### config.mk
export PLATFORM = sky130hd
export DESIGN_NAME = ccs_clock_ctrl
export DESIGN_NICKNAME = d
export VERILOG_FILES = /design/src/verilog/ccs_pkg.sv /design/src/verilog/ccs_sw_if.sv /design/src/verilog/ccs_pin_mode.sv /design/src/verilog/ccs_switch_seq.sv /design/src/verilog/ccs_clock_ctrl.sv
export SDC_FILE = /design/constraint.sdc
export NUM_CORES = 1
export LEC_CHECK = 0
export BUFFER_PORTS_ARGS = -buffer_cell sky130_fd_sc_hd__buf_2
export CAP_MARGIN = 20
export CORE_MARGIN = 4
export CORE_UTILIZATION = 25
export DETAILED_ROUTE_END_ITERATION = 16
export GPL_ROUTABILITY_DRIVEN = 1
export PLACE_DENSITY = 0.46
export SETUP_SLACK_MARGIN = 0.4
export SYNTH_ARGS = -nofsm -noshare
export SYNTH_HDL_FRONTEND = slang
export SYNTH_SLANG_ARGS = --single-unit
### constraint.sdc
create_clock -name clk -period 1.74 [get_ports clk]
set_input_delay 0.174 -clock clk [delete_from_list [all_inputs] [get_ports clk]]
set_output_delay 0.174 -clock clk [all_outputs]
set_load 0.01 [all_outputs]
### src/verilog/ccs_pkg.sv
`default_nettype none
package ccs_pkg;

    // register bus shape
    localparam int          ADDR_W = 8;
    localparam int          DATA_W = 8;

    // register offsets
    localparam logic [7:0]  PIN_MODE_OFFS   = 8'h00;
    localparam logic [7:0]  RUN_CTRL_OFFS   = 8'h01;
    localparam logic [7:0]  SYS_SEL_OFFS    = 8'h02;

    // clock_pin_mode_control fields
    localparam int          HS_EXT_BIT      = 7;
    localparam int          HS_OSC_BIT      = 6;
    localparam int          SUB_EXT_BIT     = 5;
    localparam int          SUB_OSC_BIT     = 4;
    localparam int          DRIVE_HI_BIT    = 2;
    localparam int          DRIVE_LO_BIT    = 1;
    localparam int          FREQ_RANGE_BIT  = 0;
    localparam logic [7:0]  PIN_MODE_MASK   = 8'hF7;
    localparam logic [7:0]  PIN_MODE_RESET  = 8'h00;

    // clock_source_run_control fields
    localparam int          HS_HALT_BIT     = 7;
    localparam int          SUB_HALT_BIT    = 6;
    localparam int          MID_EN_BIT      = 1;
    localparam int          FAST_HALT_BIT   = 0;
    localparam logic [7:0]  RUN_CTRL_MASK   = 8'hC3;
    localparam logic [7:0]  RUN_CTRL_RESET  = 8'hC0;

    // system_clock_select fields
    localparam int          CPU_STAT_BIT    = 7;
    localparam int          CPU_SEL_BIT     = 6;
    localparam int          MAIN_STAT_BIT   = 5;
    localparam int          MAIN_SEL_BIT    = 4;
    localparam int          ONCHIP_STAT_BIT = 1;
    localparam int          ONCHIP_SEL_BIT  = 0;
    localparam logic [7:0]  SYS_SEL_WMASK   = 8'h51;
    localparam logic [7:0]  SYS_SEL_RESET   = 8'h00;

    // drive mode codes
    localparam logic [1:0]  DRIVE_LOW_POWER = 2'h0;
    localparam logic [1:0]  DRIVE_NORMAL    = 2'h1;
    localparam logic [1:0]  DRIVE_ULTRA_LOW = 2'h2;
    localparam logic [1:0]  DRIVE_BARRED    = 2'h3;

    // pin mode codes
    localparam logic [1:0]  PIN_OSC_MODE    = 2'h1;
    localparam logic [1:0]  PIN_EXT_MODE    = 2'h3;

    // switchover dead time with every clock gated off
    localparam int          CLK_PERIOD_NS   = 10;
    localparam int          SW_GAP_NS       = 40;
    localparam int          SW_GAP_CYC_I    =
        (SW_GAP_NS + CLK_PERIOD_NS - 1) / CLK_PERIOD_NS;
    localparam logic [3:0]  SW_GAP_CYC      = SW_GAP_CYC_I[3:0];

    // switchover sequencer states, gray along the path
    typedef enum logic [1:0] {
        CCS_SW_IDLE  = 2'h0,
        CCS_SW_BREAK = 2'h1,
        CCS_SW_GAP   = 2'h3,
        CCS_SW_MAKE  = 2'h2
    } ccs_sw_state_t;

    // pin decode: {port_mode, ext_accept, osc_run}
    function automatic logic [2:0] ccs_pin_decode(
        input logic [1:0] mode,
        input logic       halt
    );
        logic [2:0] res;
        res = 3'h4;
        if (mode == PIN_OSC_MODE)
            res = {1'b0, 1'b0, ~halt};
        else if (mode == PIN_EXT_MODE)
            res = {1'b0, ~halt, 1'b0};
        return res;
    endfunction

endpackage
`default_nettype wire

### src/verilog/ccs_sw_if.sv
`timescale 1ns/1ps
`default_nettype none
interface ccs_sw_if;
    logic req;        // requested source, 0 or 1
    logic tgt_ready;  // requested source is running and stable
    logic sel;        // mux select in force
    logic gate;       // mux output gated off during a switchover
    logic status;     // source confirmed in use

    modport ctrl (output req, output tgt_ready,
                  input sel, input gate, input status);
    modport seq  (input req, input tgt_ready,
                  output sel, output gate, output status);
endinterface
`default_nettype wire

### src/verilog/ccs_pin_mode.sv
`timescale 1ns/1ps
`default_nettype none
module ccs_pin_mode
    import ccs_pkg::*;
(
    // clock and reset
    input  wire logic       clk,
    input  wire logic       rst_n,
    // control
    input  wire logic [1:0] mode,
    input  wire logic       halt,
    // pin function
    output logic            osc_run,
    output logic            ext_accept,
    output logic            port_mode
);
    wire logic [2:0] dec_next = ccs_pin_decode(mode, halt);

    // registered so the pad controls never see decode hazards
    always_ff @(posedge clk)
    begin
        if (!rst_n)
        begin
            osc_run    <= 1'b0;
            ext_accept <= 1'b0;
            port_mode  <= 1'b1;
        end
        else
        begin
            osc_run    <= dec_next[0];
            ext_accept <= dec_next[1];
            port_mode  <= dec_next[2];
        end
    end
endmodule // ccs_pin_mode
`default_nettype wire

### src/verilog/ccs_switch_seq.sv
`timescale 1ns/1ps
`default_nettype none
module ccs_switch_seq
    import ccs_pkg::*;
(
    // clock and reset
    input  wire logic clk,
    input  wire logic rst_n,
    // request and mux side
    ccs_sw_if.seq     sw
);
    ccs_sw_state_t state_reg;
    logic [3:0]    gap_reg;
    logic          sel_reg;
    logic          gate_reg;
    logic          status_reg;

    // a change only starts once the new source is up
    wire logic start = (sw.req != sel_reg) && sw.tgt_ready;

    assign sw.sel    = sel_reg;
    assign sw.gate   = gate_reg;
    assign sw.status = status_reg;

    // break-before-make: gate, wait, move select, then ungate and report on one edge
    always_ff @(posedge clk)
    begin
        if (!rst_n)
        begin
            state_reg  <= CCS_SW_IDLE;
            gap_reg    <= 4'h0;
            sel_reg    <= 1'b0;
            gate_reg   <= 1'b0;
            status_reg <= 1'b0;
        end
        else
        begin
            case (state_reg)
                CCS_SW_IDLE:
                begin
                    if (start)
                    begin
                        gate_reg  <= 1'b1;
                        state_reg <= CCS_SW_BREAK;
                    end
                end
                CCS_SW_BREAK:
                begin
                    gap_reg   <= SW_GAP_CYC;
                    state_reg <= CCS_SW_GAP;
                end
                CCS_SW_GAP:
                begin
                    if (gap_reg <= 4'h1)
                    begin
                        sel_reg   <= ~sel_reg;
                        state_reg <= CCS_SW_MAKE;
                    end
                    else
                        gap_reg <= gap_reg - 4'h1;
                end
                CCS_SW_MAKE:
                begin
                    gate_reg   <= 1'b0;
                    status_reg <= sel_reg;
                    state_reg  <= CCS_SW_IDLE;
                end
                default:
                    state_reg <= CCS_SW_IDLE;
            endcase
        end
    end
endmodule // ccs_switch_seq
`default_nettype wire

### src/verilog/ccs_clock_ctrl.sv
`timescale 1ns/1ps
`default_nettype none
module ccs_clock_ctrl
    import ccs_pkg::*;
(
    // clock and reset
    input  wire logic                        clk,
    input  wire logic                        rst_n,
    // register port
    input  wire logic [ccs_pkg::ADDR_W-1:0]  reg_addr,
    input  wire logic [ccs_pkg::DATA_W-1:0]  reg_wdata,
    input  wire logic                        reg_wr,
    input  wire logic                        reg_rd,
    output logic      [ccs_pkg::DATA_W-1:0]  reg_rdata,
    // source stability from the analog side
    input  wire logic                        hs_clock_ready,
    input  wire logic                        sub_clock_ready,
    input  wire logic                        fast_osc_ready,
    input  wire logic                        mid_osc_ready,
    // high-speed pins
    output logic                             hs_crystal_oscillator_run,
    output logic                             hs_external_accept,
    output logic                             hs_port_mode,
    output logic                             hs_freq_range,
    // subsystem pins
    output logic                             sub_crystal_oscillator_run,
    output logic                             sub_external_accept,
    output logic                             sub_port_mode,
    output logic      [1:0]                  sub_drive_mode,
    // on-chip oscillators
    output logic                             mid_osc_run,
    output logic                             fast_osc_run,
    // clock mux controls
    output logic                             onchip_mux_sel,
    output logic                             main_mux_sel,
    output logic                             cpu_mux_sel,
    output logic                             clock_gate_off
);

    // software-visible registers
    logic [7:0] pin_mode_reg;
    logic [7:0] run_ctrl_reg;
    logic [7:0] sys_sel_reg;

    // pin decode outputs from the two decoders
    logic       hs_osc_w;
    logic       hs_ext_w;
    logic       hs_port_w;
    logic       sub_osc_w;
    logic       sub_ext_w;
    logic       sub_port_w;

    // switchover sequencers: on-chip, main, cpu
    ccs_sw_if   onchip_sw ();
    ccs_sw_if   main_sw ();
    ccs_sw_if   cpu_sw ();

    // address decode
    wire logic hit_pin  = (reg_addr == PIN_MODE_OFFS);
    wire logic hit_run  = (reg_addr == RUN_CTRL_OFFS);
    wire logic hit_sel  = (reg_addr == SYS_SEL_OFFS);
    wire logic wr_pin   = reg_wr && hit_pin;
    wire logic wr_run   = reg_wr && hit_run;
    wire logic wr_sel   = reg_wr && hit_sel;

    // barred drive code keeps the old drive setting
    wire logic [1:0] drive_wr =
        {reg_wdata[DRIVE_HI_BIT], reg_wdata[DRIVE_LO_BIT]};
    wire logic       drive_bad = (drive_wr == DRIVE_BARRED);
    wire logic [1:0] drive_keep =
        {pin_mode_reg[DRIVE_HI_BIT], pin_mode_reg[DRIVE_LO_BIT]};
    wire logic [1:0] drive_new = drive_bad ? drive_keep : drive_wr;

    // next value of the pin mode register
    wire logic [7:0] pin_wr_val =
        (reg_wdata & PIN_MODE_MASK & 8'hF9) |
        {5'h00, drive_new, 1'b0};
    wire logic [7:0] pin_mode_next = wr_pin ? pin_wr_val : pin_mode_reg;

    // next value of the run control register
    wire logic [7:0] run_ctrl_next =
        wr_run ? (reg_wdata & RUN_CTRL_MASK) : run_ctrl_reg;

    // only the select bits are writable, status bits are hardware's
    wire logic [7:0] sys_sel_next =
        wr_sel ? (reg_wdata & SYS_SEL_WMASK) : sys_sel_reg;

    // field views
    wire logic [1:0] hs_mode  = {pin_mode_reg[HS_EXT_BIT],
                                 pin_mode_reg[HS_OSC_BIT]};
    wire logic [1:0] sub_mode = {pin_mode_reg[SUB_EXT_BIT],
                                 pin_mode_reg[SUB_OSC_BIT]};

    // source availability for the muxes
    wire logic fast_up = fast_osc_run && fast_osc_ready;
    wire logic mid_up  = mid_osc_run && mid_osc_ready;
    wire logic hs_up   = (hs_osc_w || hs_ext_w) && hs_clock_ready;
    wire logic sub_up  = (sub_osc_w || sub_ext_w) && sub_clock_ready;
    wire logic oco_up  = onchip_sw.sel ? mid_up : fast_up;
    wire logic main_up = main_sw.sel ? hs_up : oco_up;

    // requests into the sequencers
    assign onchip_sw.req       = sys_sel_reg[ONCHIP_SEL_BIT];
    assign onchip_sw.tgt_ready = onchip_sw.req ? mid_up : fast_up;
    assign main_sw.req         = sys_sel_reg[MAIN_SEL_BIT];
    assign main_sw.tgt_ready   = main_sw.req ? hs_up : oco_up;
    assign cpu_sw.req          = sys_sel_reg[CPU_SEL_BIT];
    assign cpu_sw.tgt_ready    = cpu_sw.req ? sub_up : main_up;

    // read mux, status bits come from the sequencers
    wire logic [7:0] sel_rd_val =
        (sys_sel_reg & SYS_SEL_WMASK) |
        ({7'h00, cpu_sw.status} << CPU_STAT_BIT) |
        ({7'h00, main_sw.status} << MAIN_STAT_BIT) |
        ({7'h00, onchip_sw.status} << ONCHIP_STAT_BIT);
    wire logic [7:0] rd_val =
        hit_pin ? pin_mode_reg :
        hit_run ? run_ctrl_reg :
        hit_sel ? sel_rd_val   : 8'h00;
    wire logic [7:0] rdata_next = reg_rd ? rd_val : 8'h00;

    // any sequencer mid-switch holds the cpu clock off
    wire logic gate_next = onchip_sw.gate || main_sw.gate || cpu_sw.gate;

    // register file
    always_ff @(posedge clk)
    begin
        if (!rst_n)
        begin
            pin_mode_reg <= PIN_MODE_RESET;
            run_ctrl_reg <= RUN_CTRL_RESET;
            sys_sel_reg  <= SYS_SEL_RESET;
        end
        else
        begin
            pin_mode_reg <= pin_mode_next;
            run_ctrl_reg <= run_ctrl_next;
            sys_sel_reg  <= sys_sel_next;
        end
    end

    // read data stands for the cycle after the strobe only
    always_ff @(posedge clk)
    begin
        if (!rst_n)
            reg_rdata <= 8'h00;
        else
            reg_rdata <= rdata_next;
    end

    // oscillator and range controls, registered for clean pad drive
    always_ff @(posedge clk)
    begin
        if (!rst_n)
        begin
            hs_freq_range  <= 1'b0;
            sub_drive_mode <= DRIVE_LOW_POWER;
            mid_osc_run    <= 1'b0;
            fast_osc_run   <= 1'b1;
        end
        else
        begin
            hs_freq_range  <= pin_mode_reg[FREQ_RANGE_BIT];
            sub_drive_mode <= drive_keep;
            mid_osc_run    <= run_ctrl_reg[MID_EN_BIT];
            fast_osc_run   <= ~run_ctrl_reg[FAST_HALT_BIT];
        end
    end

    // pin outputs, one more stage so they come from this module's flops
    always_ff @(posedge clk)
    begin
        if (!rst_n)
        begin
            hs_crystal_oscillator_run  <= 1'b0;
            hs_external_accept         <= 1'b0;
            hs_port_mode               <= 1'b1;
            sub_crystal_oscillator_run <= 1'b0;
            sub_external_accept        <= 1'b0;
            sub_port_mode              <= 1'b1;
        end
        else
        begin
            hs_crystal_oscillator_run  <= hs_osc_w;
            hs_external_accept         <= hs_ext_w;
            hs_port_mode               <= hs_port_w;
            sub_crystal_oscillator_run <= sub_osc_w;
            sub_external_accept        <= sub_ext_w;
            sub_port_mode              <= sub_port_w;
        end
    end

    // mux controls; the gate covers the select move on the same edge
    always_ff @(posedge clk)
    begin
        if (!rst_n)
        begin
            onchip_mux_sel <= 1'b0;
            main_mux_sel   <= 1'b0;
            cpu_mux_sel    <= 1'b0;
            clock_gate_off <= 1'b0;
        end
        else
        begin
            onchip_mux_sel <= onchip_sw.sel;
            main_mux_sel   <= main_sw.sel;
            cpu_mux_sel    <= cpu_sw.sel;
            clock_gate_off <= gate_next;
        end
    end

    // high-speed pin decode, halt has no effect in port mode
    ccs_pin_mode u_hs_pins (
        .clk        (clk),
        .rst_n      (rst_n),
        .mode       (hs_mode),
        .halt       (run_ctrl_reg[HS_HALT_BIT]),
        .osc_run    (hs_osc_w),
        .ext_accept (hs_ext_w),
        .port_mode  (hs_port_w)
    );

    // subsystem pin decode
    ccs_pin_mode u_sub_pins (
        .clk        (clk),
        .rst_n      (rst_n),
        .mode       (sub_mode),
        .halt       (run_ctrl_reg[SUB_HALT_BIT]),
        .osc_run    (sub_osc_w),
        .ext_accept (sub_ext_w),
        .port_mode  (sub_port_w)
    );

    // status only moves when a switchover has completed
    ccs_switch_seq u_onchip_seq (
        .clk   (clk),
        .rst_n (rst_n),
        .sw    (onchip_sw)
    );

    ccs_switch_seq u_main_seq (
        .clk   (clk),
        .rst_n (rst_n),
        .sw    (main_sw)
    );

    ccs_switch_seq u_cpu_seq (
        .clk   (clk),
        .rst_n (rst_n),
        .sw    (cpu_sw)
    );

endmodule // ccs_clock_ctrl
`default_nettype wire

# ---- Word-level counts from Yosys, hierarchy flattened
# Index checks and enable logic that the tools add are counted.
# W data, S select, Z words.
dict set report classes {
  eq_ne 28
  mux 34
  order_cmp 3
  n_addsub 3
  n_reduce_logical 39
  n_bitwise 13
}
# operator count
set op_table {}
lappend op_table {{$reduce_and A2 Y1} 13}
lappend op_table {{$mux W8} 3}
lappend op_table {{$pmux W2 S4} 3}
lappend op_table {{$pmux W4 S2} 3}
lappend op_table {{$eq A2 B2 Y1 const B} 9}
lappend op_table {{$mux W2} 7}
lappend op_table {{$le A4 B1 Y1 const B} 3}
lappend op_table {{$mux W3} 4}
lappend op_table {{$mux W4} 3}
lappend op_table {{$ne A2 B1 Y1 const B} 6}
lappend op_table {{$reduce_bool A2 Y1} 6}
lappend op_table {{$sub A4 B1 Y4 const B} 3}
lappend op_table {{$eq A2 B1 Y1 const B} 5}
lappend op_table {{$logic_and A1 B1 Y1} 10}
lappend op_table {{$not A1 Y1} 9}
lappend op_table {{$eq A8 B1 Y1 const B} 1}
lappend op_table {{$eq A8 B2 Y1 const B} 1}
lappend op_table {{$logic_not A8 Y1} 1}
lappend op_table {{$mux W1} 8}
lappend op_table {{$or A7 B8 Y8} 1}
lappend op_table {{$or A8 B2 Y8} 1}
lappend op_table {{$or A8 B3 Y8} 1}
lappend op_table {{$or A8 B6 Y8} 1}
lappend op_table {{$logic_not A2 Y1} 3}
lappend op_table {{5 further kinds} 15}
dict set report totals {
  output_inout_bits 23
  ff_bits 71
  in_bits 24
  word_cells 159
}

# ---- Depth between registers and ports, before layout
dict set report logic_depth {
  ltp_word 7
  mapped_depth 6
  ltp_nobuf 6
}

# ---- By module
# From an unflattened synthesis, not the netlist that was laid out.
dict set report unflattened {
  hier_cells 314
  hier_area_um2 3009.1
}
# mod cells_each seq_area_each_um2 area_per_inst_um2 instances
set modules_own_cells {}
lappend modules_own_cells {ccs_clock_ctrl 140 720.7 1418.9 1}
lappend modules_own_cells {ccs_switch_seq 54 180.2 471.7 3}
lappend modules_own_cells {ccs_pin_mode 6 60.1 87.6 2}

# ---- Least setup slack after synthesis
# OpenSTA, ideal clock, no wires.
dict set report synth_timing {
  path_kind {reg2reg}
  start {register u_main_seq.gap_reg[0]}
  end {register u_main_seq.gap_reg[3]}
  stages_incl_launch_ff 7
  path_slack_ns 0.094
  path_buffers 0
  period_less_slack_ns 1.646
  required_ns 1.645
  setup_time_ns 0.095
  t_arrival_ns 1.550
  path_cell_list {dfxtp_1 -> inv_1 -> ha_1 -> nor2_1 -> nor3_1 -> or4_1 -> o311ai_1}
}
dict set report synth_between {
  elab_chain_cells 3
  word_cells_on_any_way 6
  classes_between {1 x add/sub; 1 x order compare; 1 x eq/ne; 2 x mux; 1 x reduce/logical}
}
# element line
set synth_rtl {}
lappend synth_rtl {{start: declaration} ccs_switch_seq.sv:13} ;# logic [3:0] gap_reg;
lappend synth_rtl {{start signal: assignment} ccs_switch_seq.sv:60} ;# gap_reg <= gap_reg - 4'h1;
lappend synth_rtl {{$sub A4 B1 Y4 / $le A4 B1 Y1 (equally long branches)} {ccs_switch_seq.sv:60, ccs_switch_seq.sv:54}}
lappend synth_rtl {{$mux W4 / $ne A2 B2 Y1 (equally long branches)} n/a}
lappend synth_rtl {{$pmux W4 S2 / $reduce_and A2 Y1 (equally long branches)} n/a}
# Several ways; a longest one is shown, not always the timed one. The select of a mux whose other input is x is not followed.
# A chain may end at the register's enable or synchronous reset.

# ---- Worst setup path after layout
# Same ends and word-level chain as after synthesis.

==> out/results.txt <==
Pin placement for this block handled 47 I/O pins. Beginning of the worst hold path: reg_wdata[6]. The class of the worst hold path was input port to flop. The area growth from synthesis to layout is 34.6%.

Yosys mapped a number of flops with a built-in enable equal to 0. Of all flip-flops after synthesis, the portion carrying an async set or reset was 0%. The final critical path takes up 85.0% of the cycle. The clock network burns 52.2% of the power. The run gives 330 ps as the clock insertion delay at the later pin of the skew report. For the combinational share of power, the log shows 2.9%. The standard cell area after detailed placement came out at 3210 um^2. The logs give 0.676 GHz for the highest attainable clock frequency and 9 for the number of CTS-inserted buffers. VDD sags by at most 0.381 mV. A synthesized cell averages 9.19 um^2. Number of synthesized register bits: 69. For this configuration, the core starts out at a cell density of 25.7%. The routed design could run at a clock period as short as 1480 ps.

The max-slew violation count is 0, and the share of final-layout standard cells stronger than drive strength 1 is 32.2%. The launch point of the worst reg-to-reg path was u_main_seq.gap_reg[0]. The tools report the hold violation count in the final report as 0. Biggest area consumer among synthesized cells: sky130_fd_sc_hd__dfxtp_1. The logs give 0 for the number of antenna violations at the first check in global routing and 3 for the level count of the clock H-tree. The tools report the global-route usage over all layers as 11.3%. Summing all non-filler instances in the final layout gives an area of 3790 um^2. The logs give 336 for the net count after synthesis and 49.1% for the post-synthesis sequential area ratio. The worst setup path is of the flop to flop kind. The worst-margin pin slew is 517 ps, and the data arrival time of the critical path is 1720 ps. In the final layout, flip-flops and latches occupy 1400 um^2.

The multi-input combinational cells in the finished layout cover a total of 1520 um^2. The most common cell in the synthesized netlist was sky130_fd_sc_hd__dfxtp_1. The run gives 4 as the detailed-routing iteration count for the pre-antenna-repair pass. On the final layout, the worst clock skew is 4.79 ps.

For this run, the leading register cell type out of synthesis is sky130_fd_sc_hd__dfxtp_1. The count of buffers added on input and output ports is 44. Setup repair after global routing could not meet its margin everywhere. For the via count of the first global-routing pass, the log shows 2,373. The tool flagged a number of max-cap violations equal to 0.

The path with the worst hold slack has its endpoint at run_ctrl_reg[6]. The run finished with clean final reports. Clock-pin slew was measured on the worst setup and hold paths at 60 ps. The commonest cells after synthesis are sky130_fd_sc_hd__dfxtp_1, sky130_fd_sc_hd__nand2_1, sky130_fd_sc_hd__nor2_1, sky130_fd_sc_hd__mux2i_1, sky130_fd_sc_hd__nor3_1. The headroom to the max-slew limit is 65.5%, and the number of buffers on the longest clock path is 2. The worst setup path is launched from a flop.

The run gives 0 as the synthesis warning total. STA classifies the critical path endpoint as a flop. The number of hold buffers added after CTS was 0. The repair_antennas step left the layout with diodes totalling 0.

The clock drives 69 sinks. The tree is rooted in a sky130_fd_sc_hd__clkbuf_16. For the final routed DRC violation total, the log shows 0. The logs give 1.49 nW for the leakage dissipation and 2,335 for the number of vias after detailed routing. The worst flop-to-flop path endpoint was u_main_seq.gap_reg[3]. The run gives 0 as the total congestion overflow after global routing. Fill cells in the final layout number 1,142. Setup slack on the worst reg-to-reg path comes out at 260 ps. Dividing total power by cell area gives a power density of 929 nW/um^2. The tools report the global-route wire length before repair as 11,600 um. Internal portion of total power: 2.73 mW. The number of different library cells in the post-synthesis netlist was 42; the number of instances on the worst hold path was 3. The detail-routed via count per cell came out at 4.64. The analysis attributes to net switching a power of 0.786 mW. The switching share of power came out at 22.3%.

The run gives 38 as the row count. The starting DRC count in detailed routing is 88. Summed over all failing endpoints, the final setup total negative slack is 0 ps. In the post-synthesis netlist, the biggest area contributors are sky130_fd_sc_hd__dfxtp_1, sky130_fd_sc_hd__mux2i_1, sky130_fd_sc_hd__nand2_1. TritonCTS built the clock tree. The run gives 0 as the setup-violating endpoint count in the final report. Detailed placement finished with a half-perimeter wire length of 4780 um. The core region is 10,900 um^2. In this run, flip-flops and latches consume 44.9% of the power. Netlist area before placement: 2810 um^2. The detail route stage leaves a number of antenna-violating nets equal to 0. Required time at the worst-slack endpoint: 1980 ps. Synthesis produced a netlist whose cell count is 306.

After detailed routing, the average wire length per cell comes to 14.1 um. The chip width was 114 um; the global placer's final weighted congestion was 0.706. Of all nets on the critical path, the largest fanout is 3. The depth of the worst register-to-register path came out at 6. The maximum number of pins on one net before global-route repair is 40. The share of synthesized area in the top cell type comes to 49.1%. For the area enclosed by the die boundary, the log shows 13,000 um^2. The vertical extent of the die works out to 114 um. The final routed wirelength across all metal layers is 7110 um. The final-stage net count is 388.
-- power groups by stage --
stage	clock network, mW	logic, mW	registers [mW]
after floorplan	0	0.0470	1.62
after CTS	1.88	0.102	1.58
final	1.83	0.103	1.58
after global routing	1.94	0.114	1.58
after detailed placement	0	0.102	1.62
after global placement	0	0.101	1.62
-- metrics by stage --
| step | std cells | hold slack, ps | utilization [%] | power, mW | setup WS, ps |
|---|---|---|---|---|---|
| after global placement | 479 | 390 | 29.4 | 1.72 | 89.4 |
| after floorplan | 306 | 299 | - | 1.66 | 239 |
| final | 503 | 79.6 | 34.6 | 3.52 | 261 |
| after detailed placement | 479 | 393 | 29.4 | 1.72 | 58.8 |
| after CTS | 500 | 67.2 | 33.5 | 3.56 | 294 |
| after global routing | 503 | 95.9 | 34.6 | 3.63 | 211 |
-- worst max-delay path: stages, from the launching register on --
cell	delay [ps]
sky130_fd_sc_hd__dfxtp_4	380
sky130_fd_sc_hd__inv_4	50
sky130_fd_sc_hd__ha_4	170
sky130_fd_sc_hd__nor2_4	120
sky130_fd_sc_hd__nor3_4	60
sky130_fd_sc_hd__or4_1	400
sky130_fd_sc_hd__o311ai_1	220
-- what timing repair did --
item | 4_1_cts | 5_1_grt
endpoints found under the setup margin | 11 | 18
setup buffers | 5 | 3
pin swaps | 5 | 3
gates resized for setup | 29 | 26
endpoints found under the hold margin | 0 | 0
-- final cells by class --
type	count	area share, %
Clock buffer	9	5.95
Sequential cell	69	36.9
Multi-Input combinational cell	206	40.1
Tap cell	140	4.63
Timing Repair Buffer	58	9.02
Inverter	14	1.52
Clock inverter	7	1.92
-- metal layers --
metal | vias to the layer above | global-route usage (%) | part of all wire, %
met5 | - | 0 | 0
met4 | 0 | 6.41 | 1.6
met3 | 12 | 2.33 | 4.1
met2 | 54 | 17.4 | 49
met1 | 1104 | 14.6 | 45
li1 | 1165 | - | -
-- worst max path at each step --
stage	end	slack [ps]	cells past startpoint	from
final	u_main_seq.gap_reg[3]	260	6	u_main_seq.gap_reg[0]
after global routing	u_main_seq.gap_reg[3]	210	6	u_main_seq.gap_reg[0]
after CTS	u_main_seq.gap_reg[3]	290	6	u_main_seq.gap_reg[1]
after detailed placement	pin_mode_reg[6]	60	6	reg_addr[2]
after global placement	pin_mode_reg[6]	90	6	reg_addr[2]
after floorplan	pin_mode_reg[1]	240	5	reg_addr[2]
-- placed cells by master, fill, tap and decap left out, drive strengths merged, types with 4 or more instances in the layout --
master   synthesis  layout
dfxtp           69      69
buf              4      58
nand2           36      36
nor2            23      23
mux2i           19      19
nor3            19      19
and2            17      17
inv             14      16
nand2b          11      11
clkbuf          13       9
nor2b            7       7
ha               6       6
a21oi            5       5
nor4             5       5
o21ai            5       5
o41ai            5       5
nand3b           4       4
o21a             4       4
a2111oi          4       4
-- cell families (layout without fill, tap and decap cells) --
family                   after synthesis  count (layout)  share of synthesized area [%]
other                                  1               1                          0.133
AO/OA/AOI/OAI                         39              39                           10.4
flip-flops                            69              69                           49.1
XOR/XNOR                               3               3                          0.934
buffers and inverters                 31              88                           4.32
AND/OR/NAND/NOR                      138             138                           25.7
adder cells (fa/ha/maj)                6               6                           2.67
multiplexers                          19              19                           6.76
(Power assumes the default switching activity.)
